===== src/mzbi_regs.svh =====
`ifndef MZBI_REGS_SVH
`define MZBI_REGS_SVH
// Register word offsets (byte address = offset, all even)
`define MZBI_ADR_WTC      24'hfff900
`define MZBI_ADR_IOZ      24'hfff902
`define MZBI_ADR_SZ0      24'hfff904
`define MZBI_ADR_SZ1      24'hfff906
`define MZBI_ADR_SZ2      24'hfff908
`define MZBI_ADR_STAT     24'hfff90a
// Reset values
`define MZBI_WTC_RST      8'h07
`define MZBI_ZONE_RST     16'h069f
// Zone and write timing field positions
`define MZBI_F_WAIT_LO    0
`define MZBI_F_HOLD_LO    3
`define MZBI_F_POST_IDLE_SELECT       9
`define MZBI_F_FRE        11
`define MZBI_F_EWR        0
// Decode ranges
`define MZBI_PFL_LO       24'h000000
`define MZBI_PFL_HI       24'h03ffff
`define MZBI_DFL_LO       24'h0d0000
`define MZBI_DFL_HI       24'h0d1fff
`define MZBI_Z1_LO        24'h400000
`define MZBI_Z1_HI        24'h7fffff
`define MZBI_Z2_LO        24'h800000
`define MZBI_Z2_HI        24'hfeffff
`define MZBI_IO_LO        24'hfffb00
`define MZBI_IO_HI        24'hfffbff
// Basic cycle lengths in clocks
`define MZBI_RD_NORM      3'h2
`define MZBI_RD_FAST      3'h1
`define MZBI_WR_LATE      3'h2
`define MZBI_WR_EARLY     3'h3
// Boot pin codes
`define MZBI_ENV_IRE      3'h7
`define MZBI_ENV_ERE      3'h3
`define MZBI_ENV_ISP      3'h6
`define MZBI_ENV_DEV      3'h0
`define MZBI_ENV_OFFCHIP_CODE_INTERNAL_ZONE0_MODE   3'h1
`endif


===== src/mzbi_pkg.sv =====
package mzbi_pkg;
  typedef enum logic [2:0] {
    MZBI_ZN_NONE = 3'h0,
    MZBI_ZN_Z0   = 3'h1,
    MZBI_ZN_Z1   = 3'h2,
    MZBI_ZN_Z2   = 3'h3,
    MZBI_ZN_IO   = 3'h4,
    MZBI_ZN_REG  = 3'h5
  } mzbi_zone_e;
  typedef enum logic [2:0] {
    MZBI_MD_INTERNAL    = 3'h0,
    MZBI_MD_EXTERNAL    = 3'h1,
    MZBI_MD_OFFCHIP     = 3'h2,
    MZBI_MD_OFFCHIP_Z0I = 3'h3,
    MZBI_MD_ISP         = 3'h4
  } mzbi_mode_e;
  typedef enum logic [2:0] {
    MZBI_ST_IDLE = 3'h0,
    MZBI_ST_BASE = 3'h1,
    MZBI_ST_WAIT = 3'h3,
    MZBI_ST_HOLD = 3'h2,
    MZBI_ST_DONE = 3'h6,
    MZBI_ST_POST = 3'h7
  } mzbi_state_e;
endpackage : mzbi_pkg


===== src/mzbi_bus_interface_unit.sv =====
`timescale 1ns/100ps
`default_nettype none
`include "mzbi_regs.svh"
// Overview of operation
// - Flat 16 MB byte space, 24-bit address decoded into zones.
// - 000000h-03FFFFh is program flash, static zone 0.
// - 0D0000h-0D1FFFh is data flash, static zone 0.
// - 400000h-7FFFFFh goes external using zone 1 timing.
// - 800000h-FEFFFFh goes external using zone 2 timing.
// - Operating mode latched at reset from boot pins and blank flags.
// - Pins 111 give internal code mode, or IN_SYSTEM_PROGRAM_MODE if flash blank.
// - Pins 011 give external code mode, or IN_SYSTEM_PROGRAM_MODE if flash blank.
// - Pins 110 give IN_SYSTEM_PROGRAM_MODE mode always.
// - Off-chip mode disables flash, zone 0 goes external.
// - Off-chip internal-zone0 mode keeps zone 0 on chip.
// - Normal read is two clocks, fast read one clock.
// - Reads are normal after reset.
// - Late write two clocks, early write three clocks.
// - Wait clocks follow the address phase.
// - Hold clocks end the cycle with write data held.
// - Write timing bit 0 selects early write; byte register resets 07h.
// - Five config registers at FFF900h..FFF908h, even addresses.
// - Three-bit wait field adds 0..7 wait clocks per access, none on fast reads.
// - Two-bit hold field adds 0..3 hold clocks per access, none on fast reads.
// - Post-idle bit adds one idle clock before a different zone.
module mzbi_bus_interface_unit (
  input  wire logic        clk_i,
  input  wire logic        rst_i,
  // Classic Wishbone slave from the core
  input  wire logic        wb_cyc_i,
  input  wire logic        wb_stb_i,
  input  wire logic        wb_we_i,
  input  wire logic [23:0] wb_adr_i,
  input  wire logic [1:0]  wb_sel_i,
  input  wire logic [15:0] wb_dat_i,
  output logic      [15:0] wb_dat_o,
  output logic             wb_ack_o,
  output logic             wb_err_o,
  // Boot straps
  input  wire logic [2:0]  boot_config_pins_i,
  input  wire logic        flash_blank_i,
  // Target memory side
  output logic             mem_req_o,
  output logic             mem_we_o,
  output logic             mem_onchip_o,
  output logic [2:0]       mem_zone_o,
  output logic [23:0]      mem_adr_o,
  output logic [15:0]      mem_wdat_o,
  output logic             mem_wdat_oe_o,
  input  wire logic [15:0] mem_rdat_i,
  output logic [2:0]       op_mode_o
);

  logic [2:0]  pins_s1_r;
  logic [2:0]  pins_s2_r;
  logic        blank_s1_r;
  logic        blank_s2_r;
  logic        boot_done_r;
  mzbi_pkg::mzbi_mode_e  mode_r;
  logic [7:0]  wtc_r;
  logic [15:0] ioz_r;
  logic [15:0] sz0_r;
  logic [15:0] sz1_r;
  logic [15:0] sz2_r;
  mzbi_pkg::mzbi_state_e st_r;
  mzbi_pkg::mzbi_zone_e  zone_r;
  mzbi_pkg::mzbi_zone_e  last_zone_r;
  logic        last_post_idle_select_r;
  logic [3:0]  cnt_r;
  logic [1:0]  hold_r;
  logic [15:0] cfg_sel;
  mzbi_pkg::mzbi_zone_e  zone_dec;
  logic        req;
  logic        reg_hit;
  logic [15:0] reg_rd;

  // Address to zone decode
  function automatic mzbi_pkg::mzbi_zone_e dec_zone(input logic [23:0] a);
    if (a <= `MZBI_PFL_HI) begin
      dec_zone = mzbi_pkg::MZBI_ZN_Z0;
    end else if (a >= `MZBI_DFL_LO && a <= `MZBI_DFL_HI) begin
      dec_zone = mzbi_pkg::MZBI_ZN_Z0;
    end else if (a >= `MZBI_Z1_LO && a <= `MZBI_Z1_HI) begin
      dec_zone = mzbi_pkg::MZBI_ZN_Z1;
    end else if (a >= `MZBI_Z2_LO && a <= `MZBI_Z2_HI) begin
      dec_zone = mzbi_pkg::MZBI_ZN_Z2;
    end else if (a >= `MZBI_IO_LO && a <= `MZBI_IO_HI) begin
      dec_zone = mzbi_pkg::MZBI_ZN_IO;
    end else if (a >= `MZBI_ADR_WTC && a <= `MZBI_ADR_STAT) begin
      dec_zone = mzbi_pkg::MZBI_ZN_REG;
    end else begin
      dec_zone = mzbi_pkg::MZBI_ZN_NONE; // Reserved space answers with err
    end
  endfunction : dec_zone

  assign req      = wb_cyc_i & wb_stb_i;
  assign zone_dec = dec_zone(wb_adr_i);
  assign reg_hit  = zone_dec == mzbi_pkg::MZBI_ZN_REG;

  // Two-stage synchroniser on straps
  always_ff @(posedge clk_i) begin
    pins_s1_r  <= boot_config_pins_i;
    pins_s2_r  <= pins_s1_r;
    blank_s1_r <= flash_blank_i;
    blank_s2_r <= blank_s1_r;
  end

  // Mode captured once after reset release, straps settled
  always_ff @(posedge clk_i) begin
    if (rst_i) begin
      boot_done_r <= 1'b0;
      mode_r      <= mzbi_pkg::MZBI_MD_ISP;
    end else if (!boot_done_r) begin
      boot_done_r <= 1'b1;
      unique case (pins_s2_r)
        `MZBI_ENV_IRE: mode_r <= blank_s2_r ? mzbi_pkg::MZBI_MD_ISP
                                            : mzbi_pkg::MZBI_MD_INTERNAL;
        `MZBI_ENV_ERE: mode_r <= blank_s2_r ? mzbi_pkg::MZBI_MD_ISP
                                            : mzbi_pkg::MZBI_MD_EXTERNAL;
        `MZBI_ENV_ISP: mode_r <= mzbi_pkg::MZBI_MD_ISP;
        `MZBI_ENV_DEV: mode_r <= mzbi_pkg::MZBI_MD_OFFCHIP;
        `MZBI_ENV_OFFCHIP_CODE_INTERNAL_ZONE0_MODE: mode_r <= mzbi_pkg::MZBI_MD_OFFCHIP_Z0I;
        default: mode_r <= mzbi_pkg::MZBI_MD_ISP;
      endcase
    end
  end

  assign op_mode_o = mode_r;

  // Timing configuration of the decoded zone
  always_comb begin
    unique case (zone_dec)
      mzbi_pkg::MZBI_ZN_Z0: cfg_sel = sz0_r;
      mzbi_pkg::MZBI_ZN_Z1: cfg_sel = sz1_r;
      mzbi_pkg::MZBI_ZN_Z2: cfg_sel = sz2_r;
      mzbi_pkg::MZBI_ZN_IO: cfg_sel = {4'h0, 1'b0, ioz_r[10:0]}; // No fast read here
      default:              cfg_sel = 16'h0000;
    endcase
  end

  // Register writes, taken on the acking edge
  always_ff @(posedge clk_i) begin
    if (rst_i) begin
      wtc_r <= `MZBI_WTC_RST;
      ioz_r <= `MZBI_ZONE_RST;
      sz0_r <= `MZBI_ZONE_RST; // Fast read bit clear after reset
      sz1_r <= `MZBI_ZONE_RST;
      sz2_r <= `MZBI_ZONE_RST;
    end else if (req && wb_we_i && reg_hit && !wb_ack_o) begin
      unique case (wb_adr_i)
        `MZBI_ADR_WTC: if (wb_sel_i[0]) wtc_r <= wb_dat_i[7:0];
        `MZBI_ADR_IOZ: begin
          if (wb_sel_i[0]) ioz_r[7:0]  <= wb_dat_i[7:0];
          if (wb_sel_i[1]) ioz_r[15:8] <= wb_dat_i[15:8];
        end
        `MZBI_ADR_SZ0: begin
          if (wb_sel_i[0]) sz0_r[7:0]  <= wb_dat_i[7:0];
          if (wb_sel_i[1]) sz0_r[15:8] <= wb_dat_i[15:8];
        end
        `MZBI_ADR_SZ1: begin
          if (wb_sel_i[0]) sz1_r[7:0]  <= wb_dat_i[7:0];
          if (wb_sel_i[1]) sz1_r[15:8] <= wb_dat_i[15:8];
        end
        `MZBI_ADR_SZ2: begin
          if (wb_sel_i[0]) sz2_r[7:0]  <= wb_dat_i[7:0];
          if (wb_sel_i[1]) sz2_r[15:8] <= wb_dat_i[15:8];
        end
        default: ;
      endcase
    end
  end

  // Register read mux
  always_comb begin
    unique case (wb_adr_i)
      `MZBI_ADR_WTC:  reg_rd = {8'h00, wtc_r};
      `MZBI_ADR_IOZ:  reg_rd = ioz_r;
      `MZBI_ADR_SZ0:  reg_rd = sz0_r;
      `MZBI_ADR_SZ1:  reg_rd = sz1_r;
      `MZBI_ADR_SZ2:  reg_rd = sz2_r;
      `MZBI_ADR_STAT: reg_rd = {13'h0000, mode_r};
      default:        reg_rd = 16'h0000;
    endcase
  end

  // Memory cycle sequencer
  always_ff @(posedge clk_i) begin
    if (rst_i) begin
      st_r        <= mzbi_pkg::MZBI_ST_IDLE;
      zone_r      <= mzbi_pkg::MZBI_ZN_NONE;
      last_zone_r <= mzbi_pkg::MZBI_ZN_NONE;
      last_post_idle_select_r <= 1'b0;
      cnt_r       <= 4'h0;
      hold_r      <= 2'h0;
    end else begin
      unique case (st_r)
        mzbi_pkg::MZBI_ST_IDLE: begin
          if (req && !wb_ack_o && !reg_hit && zone_dec != mzbi_pkg::MZBI_ZN_NONE) begin
            zone_r <= zone_dec;
            hold_r <= cfg_sel[`MZBI_F_HOLD_LO +: 2];
            if (last_post_idle_select_r && last_zone_r != zone_dec) begin
              st_r <= mzbi_pkg::MZBI_ST_POST; // One idle clock first
            end else begin
              st_r <= mzbi_pkg::MZBI_ST_BASE;
            end
            // Basic length minus the first clock
            if (wb_we_i) begin
              cnt_r <= {1'b0, (wtc_r[`MZBI_F_EWR] ? (`MZBI_WR_EARLY - 3'h1)
                                                 : (`MZBI_WR_LATE - 3'h1))};
            end else begin
              cnt_r <= {1'b0, (cfg_sel[`MZBI_F_FRE] ? (`MZBI_RD_FAST - 3'h1)
                                                   : (`MZBI_RD_NORM - 3'h1))};
            end
          end
        end
        mzbi_pkg::MZBI_ST_POST: st_r <= mzbi_pkg::MZBI_ST_BASE;
        mzbi_pkg::MZBI_ST_BASE: begin
          // Wait clocks come right after the address phase
          if (!cfg_sel[`MZBI_F_FRE] || wb_we_i) begin
            if (cfg_sel[`MZBI_F_WAIT_LO +: 3] != 3'h0) begin
              st_r  <= mzbi_pkg::MZBI_ST_WAIT;
              // Four bits: early write plus seven waits reaches eight
              cnt_r <= cnt_r + {1'b0, cfg_sel[`MZBI_F_WAIT_LO +: 3]} - 4'h1;
            end else if (cnt_r != 4'h0) begin
              st_r  <= mzbi_pkg::MZBI_ST_WAIT;
              cnt_r <= cnt_r - 4'h1;
            end else begin
              st_r <= (hold_r != 2'h0) ? mzbi_pkg::MZBI_ST_HOLD : mzbi_pkg::MZBI_ST_DONE;
            end
          end else begin
            st_r <= mzbi_pkg::MZBI_ST_DONE; // Fast read ignores wait and hold
          end
        end
        mzbi_pkg::MZBI_ST_WAIT: begin
          if (cnt_r != 4'h0) begin
            cnt_r <= cnt_r - 4'h1;
          end else begin
            st_r <= (hold_r != 2'h0) ? mzbi_pkg::MZBI_ST_HOLD : mzbi_pkg::MZBI_ST_DONE;
          end
        end
        mzbi_pkg::MZBI_ST_HOLD: begin
          hold_r <= hold_r - 2'h1;
          if (hold_r == 2'h1) st_r <= mzbi_pkg::MZBI_ST_DONE;
        end
        mzbi_pkg::MZBI_ST_DONE: begin
          st_r        <= mzbi_pkg::MZBI_ST_IDLE;
          last_zone_r <= zone_r;
          last_post_idle_select_r <= cfg_sel[`MZBI_F_POST_IDLE_SELECT];
        end
        default: st_r <= mzbi_pkg::MZBI_ST_IDLE;
      endcase
    end
  end

  // Wishbone answer, one cycle pulse
  always_ff @(posedge clk_i) begin
    if (rst_i) begin
      wb_ack_o <= 1'b0;
      wb_err_o <= 1'b0;
      wb_dat_o <= 16'h0000;
    end else begin
      wb_ack_o <= 1'b0;
      wb_err_o <= 1'b0;
      if (req && !wb_ack_o && !wb_err_o) begin
        if (reg_hit) begin
          wb_ack_o <= 1'b1;
          wb_dat_o <= reg_rd;
        end else if (zone_dec == mzbi_pkg::MZBI_ZN_NONE) begin
          wb_err_o <= 1'b1;
        end else if (st_r == mzbi_pkg::MZBI_ST_DONE) begin
          wb_ack_o <= 1'b1;
          wb_dat_o <= mem_rdat_i;
        end
      end
    end
  end

  // Target strobes; zone 0 off chip in plain off-chip mode
  always_comb begin
    mem_req_o     = st_r != mzbi_pkg::MZBI_ST_IDLE && st_r != mzbi_pkg::MZBI_ST_POST;
    mem_we_o      = mem_req_o & wb_we_i;
    mem_zone_o    = zone_r;
    mem_adr_o     = wb_adr_i;
    mem_wdat_o    = wb_dat_i;
    mem_wdat_oe_o = mem_we_o; // Held through hold clocks
    mem_onchip_o  = (zone_r == mzbi_pkg::MZBI_ZN_Z0 && mode_r != mzbi_pkg::MZBI_MD_OFFCHIP)
                    || zone_r == mzbi_pkg::MZBI_ZN_IO;
  end

endmodule : mzbi_bus_interface_unit
`default_nettype wire


===== config.mk =====
export PLATFORM = sky130hd
export DESIGN_NAME = mzbi_bus_interface_unit
export DESIGN_NICKNAME = d
export VERILOG_FILES = /design/src/mzbi_pkg.sv /design/src/mzbi_bus_interface_unit.sv
export VERILOG_INCLUDE_DIRS = /design/src
export SDC_FILE = /design/constraint.sdc
export NUM_CORES = 1
export LEC_CHECK = 0
export BUFFER_PORTS_ARGS = -buffer_cell sky130_fd_sc_hd__buf_4
export CAP_MARGIN = 20
export CORE_MARGIN = 4
export CORE_UTILIZATION = 59
export CTS_CLUSTER_DIAMETER = 120
export DETAILED_ROUTE_END_ITERATION = 8
export GPL_TIMING_DRIVEN = 0
export PLACE_DENSITY = 0.95
export SYNTH_ARGS = -nofsm -noshare
export SYNTH_HDL_FRONTEND = slang
export SYNTH_SLANG_ARGS = --single-unit
export TNS_END_PERCENT = 30

===== constraint.sdc =====
create_clock -name clk_i -period 5.5 [get_ports clk_i]
set_input_delay 0.825 -clock clk_i [delete_from_list [all_inputs] [get_ports clk_i]]
set_output_delay 0.825 -clock clk_i [all_outputs]
set_load 0.005 [all_outputs]

==> metrics.txt <==
gp weighted congestion approximately 0.96; cell count along the critical path 13; crit path max fanout 10; Synth Flop Type dfxtp_1; commonest non-fill, non-tap cell in the layout buf_4; number of global-route vias before repair approximately 6100; slew margin rel. between 20% and 30%; Tcrit/Tclk final around two thirds; Initial Util between 60% and 70%; Worst Setup EP cnt_r[3]$_SDFFE_PP0P_; number of top-level pins between 100 and 150; Setup crit end kind flip-flop; Setup WS post-layout approximately 1.9 ns; Worst EP arrival between 4 and 5 ns; CTS Sinks between 100 and 150; largest net degree at the start of global routing 17; reg2reg path depth 10; DRT antenna net count 0; Post-synth EDFFs 0; dpl cells roughly 960; Post-Route WL between 15000 and 20000 um; # setup viols final 0; Non-Filler Instances roughly 990; Mean Syn Cell Area around 8.8 um^2; Slew Limit Fails 0; Remaining DRCs 0; CP Class input port to flip-flop; First-pass DRT Iterations 9; 1st-iter DRT viols between 800 and 900; worst reg2reg path startpoint sz2_r[0]$_SDFFE_PP1P_; CP cell instances buf_4 -> clkbuf_1 -> nor2b_1 -> a32o_1 -> a221oi_1 -> ha_1 -> inv_1 -> ha_1 -> fa_1 -> xnor2_1 -> and3_1 -> o21ai_0 -> nand3_1; WL/cell approximately 20 um; Hold Path Class flip-flop to flip-flop; Slowest-stage cell, CP a221oi_1; Core Region about 0.0099 mm^2; most frequent cells in the layout buf_4, dfxtp_1, nand2_1; CTS tree yes; Clk pin slew, worst setup/hold paths ~0.060 ns; GRT Util Overall around a third; TNS Setup 0 ns; Vias around 6200; status complete, no violations; row count 36; crit path from wb_adr_i[23]; Critical Path RT about 5.9 ns; cell mode on critical path ha_1; CTS max path bufs 2; Worst path max stage delay between 0.6 and 0.7 ns; Area growth syn-to-layout 29.0%; Die Y between 100 and 150 um; Peak VDD IR 0.367 mV; share of cells above drive strength 1 around 28%; final hold violations 0; Max-cap violations 0; htree depth 4; Seq/Total Area, Yosys between 30 and 40%; # port buffers around 130; fmax roughly 270 MHz; Mapped Area roughly 0.006 mm^2; PostCTS Resize Cnt 0; CTS buffer count 17; cell family contributing the most delay on the critical path compound AO/OA/AOI/OAI gates; first-pass GRT wire length approximately 30000 um; Worst-Margin Slew roughly 1.1 ns; clk root buf clkbuf_8; Cells after Synth around 690; pre-CTS WS about 1.4 ns; min Tclk post-route 3.65 ns; routed vias/inst 6.27; syn nets ~770; Pwr Density 289 mW/mm^2; initial antenna violation count 0; unrepaired setup endpoints after global routing no; post-CTS setup buffers 0; skew final ~0.0088 ns; flop2flop setup slack approximately 2.7 ns; static leakage ~3.4 nW; fin nets about 900; total die area around 0.012 mm^2; CTS hold repair buffers 0; Crit Reg-Reg Endpoint cnt_r[3]$_SDFFE_PP0P_; Startpoint Class input port; Synth warnings 0; Distinct cells, synth 61; worst-skew pair later-pin latency 0.54 ns; asr flop ratio synth 0%; GRT Residual Overflow 0; Final HPWL DP roughly 14000 um; Yosys reg bits roughly 120; Die Wd around 110 um; ant diodes 0; Final Util between 70% and 80%; Bufs and invs on worst path 3
sequential cells by signal (all words and copies together), names as in the netlist, 4 cells and up:
register,cells
sz0_r,16
sz2_r,16
sz1_r,16
wb_dat_o,16
cnt_r,4
ioz_r,16
wtc_r,8
through the flow:
step / area (um^2) / power (W) / hold WS (ns)
finish: 7820 / 0.00226 / 0.326
global route: 7820 / 0.00232 / 0.343
CTS: 7820 / 0.00225 / 0.327
detailed placement: 7240 / 0.00117 / 0.313
global placement: 7240 / 0.00116 / 0.312
floorplan: 6060 / 0.00104 / 0.310
power breakdown:
part           total, W  switching (W)  internal [W]
combinational  0.000286       0.000150      0.000136
sequential     0.000880      0.0000116      0.000868
clock           0.00110       0.000440      0.000656
cells in the mapped netlist (7+ instances only):
master    number  area, um^2
a21oi_1       31         155
and2_1         8        50.1
inv_1         14        52.6
nor3_1        14        70.1
clkbuf_1      28         105
mux2i_1       83         831
a221oi_1      14         123
dfxtp_1      118        2360
ha_1           7        87.6
nand3_1       12        60.1
nor2_1        74         278
buf_4         43         323
o21ai_0       18        90.1
a311oi_2      10         150
nand2_1      105         394
a222oi_1       7        70.1
logic make-up after synthesis:
group | after synthesis | synth area share [%]
AO/OA/AOI/OAI | 120 | 15.3
XOR/XNOR | 4 | 0.578
flip-flops | 118 | 39.0
multiplexers | 84 | 13.9
adder cells (fa/ha/maj) | 8 | 1.77
buffers and inverters | 96 | 9.10
AND/OR/NAND/NOR | 262 | 20.4
worst min-delay path by stage:
stage                                    start                    to  slack, ns  cells after the start
after floorplan             blank_s1_r$_DFF_P_    blank_s2_r$_DFF_P_       0.31                      0
after global placement    pins_s1_r[2]$_DFF_P_  pins_s2_r[2]$_DFF_P_       0.31                      0
after detailed placement    blank_s1_r$_DFF_P_    blank_s2_r$_DFF_P_       0.31                      0
after CTS                   blank_s1_r$_DFF_P_    blank_s2_r$_DFF_P_       0.33                      0
after global routing      pins_s1_r[0]$_DFF_P_  pins_s2_r[0]$_DFF_P_       0.34                      0
final                       blank_s1_r$_DFF_P_    blank_s2_r$_DFF_P_       0.33                      0
per-layer routing:
layer	GRT usage [%]	share of wire [%]	vias to the layer above
met5	0	0	-
met3	7.75	12	124
met2	56.5	48	509
met4	17.9	4.8	0
met1	38.2	35	2849
li1	-	-	2730
layout make-up:
cell class	instances	area, um^2
multi-input combinational	478	3150
sequential	118	2360
fill	605	2090
timing repair buffer	134	1010
buffer	82	499
clock buffer	17	414
clock inverter	15	169
tap	133	166
inverter	14	52.6
Note: power is estimated with default switching activity, not from simulation.
